$ cat src/logic/queue_ctrl_pkg.sv
// shared constants for the command stream queue control block
package queue_ctrl_pkg;
    localparam int ADDR_W = 4;
    localparam logic [3:0] OFF_MISC_INIT = 4'h0;
    localparam logic [3:0] OFF_BASE_END = 4'h1;
    localparam logic [3:0] OFF_BUMP = 4'h2;
    localparam logic [3:0] OFF_RD_PTR = 4'h3;
    localparam logic [3:0] OFF_MIN_ADDR = 4'h4;
    localparam logic [3:0] OFF_MAX_ADDR = 4'h5;
    localparam logic [3:0] OFF_DEPTH = 4'h6;
    localparam logic [3:0] OFF_HOLES = 4'h7;
    localparam logic [3:0] OFF_CMD = 4'h8;
    localparam logic [3:0] OFF_STATUS = 4'h9;
    localparam int STRAP_LSB = 0;
    localparam int STRAP_MSB = 7;
    localparam int QUEUE_EN_BIT = 8;
    localparam int OFFSCREEN_BIT = 9;
    localparam int NO_HOLE_CNT_BIT = 10;
    localparam int FETCH_THR_LSB = 11;
    localparam int FETCH_THR_MSB = 15;
    localparam int SYNC_WR_BIT = 16;
    localparam int SYNC_RD_BIT = 17;
    localparam int PACKER_RST_BIT = 18;
    localparam int KEY_FWD_BIT = 19;
    localparam int TIMEOUT_LSB = 20;
    localparam int TIMEOUT_MSB = 26;
    localparam int TEX_BURST_BIT = 27;
    localparam logic [31:0] MISC_WR_MASK = 32'h0FFF_FF00;
    localparam int BASE_LSB = 0;
    localparam int BASE_MSB = 9;
    localparam int END_LSB = 16;
    localparam int END_MSB = 25;
    localparam logic [31:0] BASE_END_MASK = 32'h03FF_03FF;
    localparam logic [31:0] RESET_WORD = 32'h0000_0000;
    localparam logic [15:0] RESET_HALF = 16'h0000;
    localparam logic [1:0] CMD_FETCH = 2'h1;
    localparam logic [1:0] CMD_HOLE = 2'h2;
    localparam logic [1:0] CMD_PRIMARY_MEM_Q = 2'h3;
endpackage : queue_ctrl_pkg

$ cat src/logic/queue_ctrl_if.sv
// register port between host end and queue control end
`timescale 1ns/10ps
`default_nettype none
interface queue_ctrl_if;
    logic [queue_ctrl_pkg::ADDR_W-1:0] addr;
    logic [31:0] wdata;
    logic wr_stb;
    logic rd_stb;
    logic [31:0] rdata;
    logic unlock;
    modport host (output addr, output wdata, output wr_stb, output rd_stb, output unlock, input rdata);
    modport device (input addr, input wdata, input wr_stb, input rd_stb, input unlock, output rdata);
endinterface : queue_ctrl_if
`default_nettype wire

$ cat src/logic/queue_ctrl_device.sv
// command stream queue control and status registers
// Function
// - init writes dropped unless unlock bit set
// - init writes apply immediately, not queued
// - host takes care with out-of-order init writes
// - host issues single-cycle writes only
// - bits 7:0 capture strap lines at reset
// - queue enable excludes memory queue enable
// - bit 9 selects internal or offscreen store
// - bit 10 disables automatic hole counting
// - bits 15:11 hold fetch threshold
// - bits 16,17 synchronise writes and reads
// - bit 18 holds data packer in reset
// - bit 19 forwards color key writes
// - bits 26:20 hold timeout count
// - bit 27 enables texture link bursts
// - base register holds start and end pages
// - bump register shows 16-bit bump count
// - read pointer register is 32 bits
// - min and max address registers, 32 bits
// - holes register shows 16-bit hole count
// - depth register shows pending entry count
`timescale 1ns/10ps
`default_nettype none
module queue_ctrl_device (
    input wire logic core_clk_i,
    input wire logic rstn_i,
    input wire logic clk_en_i,
    queue_ctrl_if.device bus,
    input wire logic [7:0] frame_memory_data_lines_i,
    input wire logic primary_mem_queue_en_i,
    input wire logic color_key_wr_i,
    input wire logic fetch_take_i,
    input wire logic hole_fill_i,
    output logic queue_en_o,
    output logic offscreen_o,
    output logic [4:0] fetch_thr_o,
    output logic sync_wr_o,
    output logic sync_rd_o,
    output logic packer_rst_o,
    output logic key_fwd_o,
    output logic [6:0] timeout_o,
    output logic tex_burst_o,
    output logic fetch_ok_o
);
    typedef struct packed {
        logic [2:0] strap_sync;
        logic [7:0] strap_s1;
        logic [7:0] strap_s2;
        logic [31:0] misc;
        logic [31:0] base_end;
        logic [15:0] bump;
        logic [31:0] rd_ptr;
        logic [31:0] amin;
        logic [31:0] amax;
        logic [31:0] depth;
        logic [15:0] holes;
        logic [31:0] rdata;
        logic fetch_ok;
        logic key_fwd;
    } state_s;

    state_s st_r;
    state_s st_nxt;

    function automatic logic hit(input logic [3:0] a, input logic [3:0] off);
        hit = (a == off);
    endfunction : hit

    // step the read pointer one word, back to the lower bound once past the upper one
    function automatic logic [31:0] next_rd_ptr(input logic [31:0] p, input logic [31:0] lo, input logic [31:0] hi);
        logic [31:0] step;
        step = p + 32'h0000_0004;
        if (step > hi) begin
            next_rd_ptr = lo;
        end else begin
            next_rd_ptr = step;
        end
    endfunction : next_rd_ptr

    // pending entries: a filled hole adds one, a taken entry removes one, both at once cancel
    function automatic logic [31:0] next_depth(input logic [31:0] d, input logic add, input logic sub);
        next_depth = d;
        if (add && !sub) begin
            next_depth = d + 32'h0000_0001;
        end else if (sub && !add) begin
            next_depth = d - 32'h0000_0001;
        end
    endfunction : next_depth

    // read multiplexer; unmapped offsets read as zero, narrow registers zero-extend
    function automatic logic [31:0] read_word(input logic [3:0] a, input state_s s);
        read_word = 32'h0000_0000;
        if (hit(a, queue_ctrl_pkg::OFF_MISC_INIT)) begin
            read_word = s.misc;
        end else if (hit(a, queue_ctrl_pkg::OFF_BASE_END)) begin
            read_word = s.base_end;
        end else if (hit(a, queue_ctrl_pkg::OFF_BUMP)) begin
            read_word = {16'h0000, s.bump};
        end else if (hit(a, queue_ctrl_pkg::OFF_RD_PTR)) begin
            read_word = s.rd_ptr;
        end else if (hit(a, queue_ctrl_pkg::OFF_MIN_ADDR)) begin
            read_word = s.amin;
        end else if (hit(a, queue_ctrl_pkg::OFF_MAX_ADDR)) begin
            read_word = s.amax;
        end else if (hit(a, queue_ctrl_pkg::OFF_DEPTH)) begin
            read_word = s.depth;
        end else if (hit(a, queue_ctrl_pkg::OFF_HOLES)) begin
            read_word = {16'h0000, s.holes};
        end
    endfunction : read_word

    logic wr_misc;
    logic [31:0] misc_new;
    logic auto_holes;
    logic hole_add;
    logic take_ok;

    always_comb begin
        st_nxt = st_r;

        // init word write: locked writes are dropped, straps and reserved bits are kept
        wr_misc = bus.wr_stb && hit(bus.addr, queue_ctrl_pkg::OFF_MISC_INIT) && bus.unlock;
        misc_new = (bus.wdata & queue_ctrl_pkg::MISC_WR_MASK) | {24'h000000, st_r.misc[7:0]};
        // memory queue enable has priority; queue enable cannot coexist
        if (primary_mem_queue_en_i) begin
            misc_new[queue_ctrl_pkg::QUEUE_EN_BIT] = 1'b0;
        end
        auto_holes = !st_r.misc[queue_ctrl_pkg::NO_HOLE_CNT_BIT];
        if (wr_misc) begin
            st_nxt.misc = misc_new;
        end
        if (primary_mem_queue_en_i) begin
            st_nxt.misc[queue_ctrl_pkg::QUEUE_EN_BIT] = 1'b0;
        end

        // strap capture: two flops, then one load once the second flop holds the pin levels
        st_nxt.strap_s1 = frame_memory_data_lines_i;
        st_nxt.strap_s2 = st_r.strap_s1;
        st_nxt.strap_sync = {st_r.strap_sync[1:0], 1'b1};
        // applied after the write so a write in the same cycle cannot drop the straps
        if (st_r.strap_sync == 3'b011) begin
            st_nxt.misc[queue_ctrl_pkg::STRAP_MSB:queue_ctrl_pkg::STRAP_LSB] = st_r.strap_s2;
        end

        // hole counting and fetch bookkeeping
        hole_add = auto_holes && hole_fill_i;
        take_ok = fetch_take_i && st_r.fetch_ok;
        if (st_r.misc[queue_ctrl_pkg::QUEUE_EN_BIT]) begin
            if (hole_add) begin
                st_nxt.holes = st_r.holes + 16'h0001;
            end
            if (take_ok) begin
                st_nxt.rd_ptr = next_rd_ptr(st_r.rd_ptr, st_r.amin, st_r.amax);
            end
            st_nxt.depth = next_depth(st_r.depth, hole_add, take_ok);
        end

        // register writes; depth is always host-loadable for manual bumping
        if (bus.wr_stb) begin
            if (hit(bus.addr, queue_ctrl_pkg::OFF_BASE_END)) begin
                st_nxt.base_end = bus.wdata & queue_ctrl_pkg::BASE_END_MASK;
            end else if (hit(bus.addr, queue_ctrl_pkg::OFF_BUMP)) begin
                st_nxt.bump = bus.wdata[15:0];
            end else if (hit(bus.addr, queue_ctrl_pkg::OFF_RD_PTR)) begin
                st_nxt.rd_ptr = bus.wdata;
            end else if (hit(bus.addr, queue_ctrl_pkg::OFF_MIN_ADDR)) begin
                st_nxt.amin = bus.wdata;
            end else if (hit(bus.addr, queue_ctrl_pkg::OFF_MAX_ADDR)) begin
                st_nxt.amax = bus.wdata;
            end else if (hit(bus.addr, queue_ctrl_pkg::OFF_DEPTH)) begin
                st_nxt.depth = bus.wdata;
            end else if (hit(bus.addr, queue_ctrl_pkg::OFF_HOLES)) begin
                st_nxt.holes = bus.wdata[15:0];
            end
        end

        // fetch gate and readback; rdata stands only in the cycle after the strobe
        st_nxt.fetch_ok = st_r.misc[queue_ctrl_pkg::QUEUE_EN_BIT] && (st_nxt.depth != 32'h0000_0000);
        st_nxt.rdata = 32'h0000_0000;
        if (bus.rd_stb) begin
            st_nxt.rdata = read_word(bus.addr, st_r);
        end
        st_nxt.key_fwd = st_r.misc[queue_ctrl_pkg::KEY_FWD_BIT] && color_key_wr_i;
    end

    always_ff @(posedge core_clk_i or negedge rstn_i) begin
        if (!rstn_i) begin
            st_r <= '0;
        end else if (clk_en_i) begin
            st_r <= st_nxt;
        end
    end

    assign bus.rdata = st_r.rdata;
    // configuration outputs come straight from the init word flops, except key_fwd_o, a flop of bit 19 gated with color_key_wr_i
    assign queue_en_o = st_r.misc[queue_ctrl_pkg::QUEUE_EN_BIT];
    assign offscreen_o = st_r.misc[queue_ctrl_pkg::OFFSCREEN_BIT];
    assign fetch_thr_o = st_r.misc[queue_ctrl_pkg::FETCH_THR_MSB:queue_ctrl_pkg::FETCH_THR_LSB];
    assign sync_wr_o = st_r.misc[queue_ctrl_pkg::SYNC_WR_BIT];
    assign sync_rd_o = st_r.misc[queue_ctrl_pkg::SYNC_RD_BIT];
    assign packer_rst_o = st_r.misc[queue_ctrl_pkg::PACKER_RST_BIT];
    assign key_fwd_o = st_r.key_fwd;
    assign timeout_o = st_r.misc[queue_ctrl_pkg::TIMEOUT_MSB:queue_ctrl_pkg::TIMEOUT_LSB];
    assign tex_burst_o = st_r.misc[queue_ctrl_pkg::TEX_BURST_BIT];
    assign fetch_ok_o = st_r.fetch_ok;
endmodule : queue_ctrl_device
`default_nettype wire

$ cat src/flat_wrapper.sv
// flat-port wrapper written by rule: the top's interface ports become plain ports
module queue_ctrl_device_flat 
  (core_clk_i, rstn_i, clk_en_i, frame_memory_data_lines_i, primary_mem_queue_en_i, color_key_wr_i, fetch_take_i, hole_fill_i, queue_en_o, offscreen_o, fetch_thr_o, sync_wr_o, sync_rd_o, packer_rst_o, key_fwd_o, timeout_o, tex_burst_o, fetch_ok_o, bus_addr, bus_wdata, bus_wr_stb, bus_rd_stb, bus_unlock, bus_rdata);
  queue_ctrl_if bus_i ();
  input wire logic core_clk_i;
  input wire logic rstn_i;
  input wire logic clk_en_i;
  input wire logic [7:0] frame_memory_data_lines_i;
  input wire logic primary_mem_queue_en_i;
  input wire logic color_key_wr_i;
  input wire logic fetch_take_i;
  input wire logic hole_fill_i;
  output logic queue_en_o;
  output logic offscreen_o;
  output logic [4:0] fetch_thr_o;
  output logic sync_wr_o;
  output logic sync_rd_o;
  output logic packer_rst_o;
  output logic key_fwd_o;
  output logic [6:0] timeout_o;
  output logic tex_burst_o;
  output logic fetch_ok_o;
  input wire logic [$bits(bus_i.addr)-1:0] bus_addr;
  input wire logic [$bits(bus_i.wdata)-1:0] bus_wdata;
  input wire logic [$bits(bus_i.wr_stb)-1:0] bus_wr_stb;
  input wire logic [$bits(bus_i.rd_stb)-1:0] bus_rd_stb;
  input wire logic [$bits(bus_i.unlock)-1:0] bus_unlock;
  output wire logic [$bits(bus_i.rdata)-1:0] bus_rdata;
  assign bus_i.addr = bus_addr;
  assign bus_i.wdata = bus_wdata;
  assign bus_i.wr_stb = bus_wr_stb;
  assign bus_i.rd_stb = bus_rd_stb;
  assign bus_i.unlock = bus_unlock;
  assign bus_rdata = bus_i.rdata;
  queue_ctrl_device u_core (.core_clk_i(core_clk_i), .rstn_i(rstn_i), .clk_en_i(clk_en_i), .bus(bus_i), .frame_memory_data_lines_i(frame_memory_data_lines_i), .primary_mem_queue_en_i(primary_mem_queue_en_i), .color_key_wr_i(color_key_wr_i), .fetch_take_i(fetch_take_i), .hole_fill_i(hole_fill_i), .queue_en_o(queue_en_o), .offscreen_o(offscreen_o), .fetch_thr_o(fetch_thr_o), .sync_wr_o(sync_wr_o), .sync_rd_o(sync_rd_o), .packer_rst_o(packer_rst_o), .key_fwd_o(key_fwd_o), .timeout_o(timeout_o), .tex_burst_o(tex_burst_o), .fetch_ok_o(fetch_ok_o));
endmodule
$ cat config.mk
export PLATFORM = sky130hd
export DESIGN_NAME = queue_ctrl_device_flat
export DESIGN_NICKNAME = d
export VERILOG_FILES = /design/src/logic/queue_ctrl_pkg.sv /design/src/logic/queue_ctrl_if.sv /design/src/logic/queue_ctrl_device.sv /design/src/flat_wrapper.sv
export SDC_FILE = /design/constraint.sdc
export NUM_CORES = 1
export LEC_CHECK = 0
export BUFFER_PORTS_ARGS = -buffer_cell sky130_fd_sc_hd__buf_2
export CELL_PAD_IN_SITES_DETAIL_PLACEMENT = 1
export CELL_PAD_IN_SITES_GLOBAL_PLACEMENT = 2
export CORE_MARGIN = 2
export CORE_UTILIZATION = 35
export CTS_BUF_LIST = sky130_fd_sc_hd__clkbuf_8 sky130_fd_sc_hd__clkbuf_16
export CTS_CLUSTER_SIZE = 24
export DETAILED_ROUTE_END_ITERATION = 6
export PLACE_DENSITY_LB_ADDON = 0.1
export SLEW_MARGIN = 20
export SYNTH_ARGS = -nofsm -noshare
export SYNTH_HDL_FRONTEND = slang
export SYNTH_SLANG_ARGS = --single-unit
$ cat constraint.sdc
create_clock -name core_clk_i -period 4.61 [get_ports core_clk_i]
set_input_delay 1.1525 -clock core_clk_i [delete_from_list [all_inputs] [get_ports core_clk_i]]
set_output_delay 1.1525 -clock core_clk_i [all_outputs]
set_load 0.005 [all_outputs]
==> results.md <==
- Slew @ Worst Pin: 1020 ps
- Final min period: 4350 ps
- EDFF count, synth: 0
- Core area: 44100 um^2
- Worst Path Arrival: 4780 ps
- Cell taking the most area after synthesis: dfrtp_1
- Vias: 13600
- GRT Residual Overflow: 0
- Cells after Synth: 1643
- Ranking of synthesized cells by area: dfrtp_1, mux2_2, a21oi_1, nand2_1, o22ai_1
- Pwr/cell area: 456 nW/um^2
- Status: complete, no violations
- Final hold violations: 0
- Clk slew on worst S/H paths: 60 ps
- Critical path class: register to register
- Die W: 215 um
- Yosys cell types: 84
- Worst skew pair latency: 550 ps
- Leak Pwr: 7.86 nW
- Hold_buf cts: 0
- Yosys top cell area share: 41.9%
- Root buffer cell: clkbuf_16
- Share of cells above drive strength 1: 23.4%
- Post-Syn Nets: 1733
- Hold crit path type: register to register
- CTS tree: built
- Max Fclk: 230 MHz
- Initial antenna violation count: 0
- Die area: 46200 um^2
- Total wire length: 60000 um
- Global-route wire length before repair: 91800 um
- Pin count of the biggest net entering global routing: 105
- Sequential share of power: 41.7%
- Fillers: 5039
- Vias in the first global route: 14200
- Antenna cells: 0
- Mapped Area: 15600 um^2
- I/O Buffers: 105
- Synth-to-layout area growth: 13.6%
- Post-synthesis sequential area ratio: 41.9%
- Remaining DRCs: 0
- Max_cap viols: 0
- YS warnings: 0
- Setup bufs post-CTS: 0
- Max Slew Vio Count: 0
- Initial core utilization: 35.3%
- Final GP Congestion: 0.869
- Finished Layout Cells: 2304
- Setup TNS: 0 ps
- Top-Level Pins: 106
- Final HPWL DP: 43500 um
- Worst Path Required: 5050 ps
- Max Root-Sink Buffers: 3
- Worst-path cell chain: and4_1 -> nand4_1 -> nor2_1 -> and4_2 -> and4_2 -> xnor2_1 -> ha_1 -> a21o_1 -> a21o_1 -> a211o_1 -> a221o_1 -> a31oi_2 -> o21ai_2 -> a2111o_1 -> o211a_1 -> o41ai_1
- H-tree levels: 2
- Worst vdd ir: 0.268 mV
- Final core occ: 40.1%
- P_int: 5.30 mW
- Slew HR: 32.1%
- Period utilisation layout: 94.3%
- Net switching power: 2.76 mW
- RSZ-0062 raised after global routing: false
- Crit path max-delay cell type: dfrtp_1
- Vias per cell: 5.88
- Critical Path Fanout Max: 7
- Post-route ant nets: 0
- Main flop type after synthesis: dfrtp_1
- Sw Ratio: 34.3%
- Cells after DPL: 2246
- Critical Path End Type: register
- Row count: 77
- Cell family with most CP delay: compound AO/OA/AOI/OAI gates
- Clock share of power: 34.3%
- Yosys reg bits: 261
- DR iter-0 viols: 821
- Drt first pass iters: 5
- CP bufs+invs: 0
- Final clock skew: 19.8 ps
- Layout net count: 1780
- Worst setup SP type: register
- # setup viols final: 0
- CP peak stage delay: 430 ps
- Logic gate share of total power: 24.0%
- TritonCTS buffer count: 34
- Die height: 215 um
- Clock sink total: 261
- Total Routing Usage GR: 26.1%
- Power, Total: 8.07 mW
- Synth Area per Inst: 9.49 um^2
- FFs w/ async S/R, synth: 100%
- Avg WL per Cell: 26.0 um
==> synthesized netlist by cell type, types with 6 or more instances <==
| master | number |
|---|---|
| a21o_1 | 26 |
| a21oi_1 | 146 |
| a221oi_1 | 34 |
| a22oi_1 | 27 |
| a31oi_1 | 11 |
| and3_1 | 13 |
| and4_1 | 6 |
| buf_1 | 7 |
| buf_2 | 14 |
| buf_4 | 46 |
| buf_6 | 9 |
| clkbuf_1 | 82 |
| dfrtp_1 | 261 |
| ha_1 | 36 |
| inv_1 | 51 |
| mux2_2 | 130 |
| mux2i_1 | 30 |
| nand2_1 | 132 |
| nand2b_1 | 6 |
| nand3_1 | 45 |
| nand4_1 | 27 |
| nor2_1 | 102 |
| nor3_1 | 20 |
| nor4_1 | 19 |
| o21ai_0 | 78 |
| o21ai_1 | 9 |
| o221ai_1 | 9 |
| o22ai_1 | 77 |
| o2bb2ai_1 | 22 |
| or3_1 | 10 |
| or4_1 | 6 |
| xnor2_1 | 33 |
| xor2_1 | 18 |
==> registers in the layout, summed over array words and instances, names as in the netlist, 5 cells and up <==
name,cells
u_core.bus.rdata,32
u_core.st_r,199
u_core.st_nxt,10
u_core.fetch_thr_o,5
u_core.timeout_o,7
==> cell families (layout without fill, tap and decap cells) <==
kind of cell,count (synthesis),count (layout),share of synthesized area (%)
AO/OA/AOI/OAI,496,496,20.5
XOR/XNOR,51,51,2.87
adder cells (fa/ha/maj),36,36,2.89
buffers and inverters,214,283,7.02
flip-flops,261,261,41.9
multiplexers,160,160,11.3
AND/OR/NAND/NOR,425,425,13.5
==> per-stage QoR <==
step | instance area, um^2 | setup slack, ps | hold WS [ps]
floorplan | 15600 | 321 | 454
global placement | 16500 | 179 | 462
detailed placement | 16500 | -5.50 | 465
CTS | 17700 | 52.4 | 479
global route | 17700 | 9.98 | 499
finish | 17700 | 261 | 472
==> routing by layer <==
layer	routed length, um	track usage, %	share of wire, %	vias up
met5	0	0	0	-
met4	2890	12.2	4.8	0
met3	2210	3.38	3.7	105
met2	27300	41.6	45	301
met1	27600	35.4	46	7015
li1	-	-	-	6130
==> worst register-to-register path: cells and delay by family (launching register included) <==
family	cells	cell delay, ps
AO/OA/AOI/OAI	9	2160
XOR/XNOR	1	150
adder cells (fa/ha/maj)	1	280
flip-flops	1	430
AND/OR/NAND/NOR	5	1220
==> area by class of cell <==
type | count | area [um^2] | area share (%)
multi-input cells | 1168 | 8020 | 45.3
clock buffers | 37 | 903 | 5.10
inverters | 52 | 195 | 1.10
well taps | 592 | 741 | 4.18
flip-flops and latches | 261 | 6530 | 36.9
repair buffers | 173 | 1090 | 6.15
clock inverters | 21 | 229 | 1.29
==> power groups by stage <==
| stage | logic [mW] | registers, mW | clock network, mW |
|---|---|---|---|
| finish | 1.94 | 3.36 | 2.77 |
| global route | 2.15 | 3.43 | 2.91 |
| CTS | 1.93 | 3.35 | 2.84 |
| detailed placement | 1.91 | 3.39 | 0 |
| global placement | 1.86 | 3.37 | 0 |
| floorplan | 1.51 | 3.05 | 0 |
==> cells in the final DEF (no fill, tap or decap), types with 5 or more instances in the layout <==
cell         n
a221oi_1    34
a22oi_1     27
bufinv_16    5
nand4_1     27
nor3_1      18
or3_1       10
a31oi_1     10
nor4_1      19
a21oi_1    145
and3_1      13
ha_1        36
and2_1       5
xnor2_1     32
clkbuf_16   35
nor2_1      97
nand2b_1     6
buf_2      103
or2_2        5
buf_4       65
mux2_2     130
o221ai_1     9
o22ai_1     77
a21o_1      26
mux2i_1     30
nand3_1     45
nand2_1    131
xor2_1      18
o21ai_0     78
o2bb2ai_1   22
o21ai_1      8
dfrtp_1    260
or4_1        6
inv_1       56
clkinv_2     8
==> path summary, 6_finish.rpt <==
check	from	endpoint	slack, ps	cells after the start
min reg2reg	u_core.bus.rdata[8]$_DFFE_PN0P_	u_core.bus.rdata[8]$_DFFE_PN0P_	470	1
max	u_core.st_r[151]$_DFFE_PN0P_	u_core.st_r[159]$_DFFE_PN0P_	260	16
min	u_core.bus.rdata[8]$_DFFE_PN0P_	u_core.bus.rdata[8]$_DFFE_PN0P_	470	1
max reg2reg	u_core.st_r[151]$_DFFE_PN0P_	u_core.st_r[159]$_DFFE_PN0P_	260	16
min in group asynchronous	rstn_i	u_core.st_r[79]$_DFFE_PN0P_	600	1
max in group asynchronous	rstn_i	u_core.st_r[150]$_DFFE_PN0P_	2990	2
==> timing repair <==
| item | in CTS | in global routing |
|---|---|---|
| resized for setup | 1 | 9 |
| endpoints found under the setup margin | 12 | 32 |
| endpoints found under the hold margin | 0 | 0 |
No activity file was read; power rests on OpenSTA's default activity.
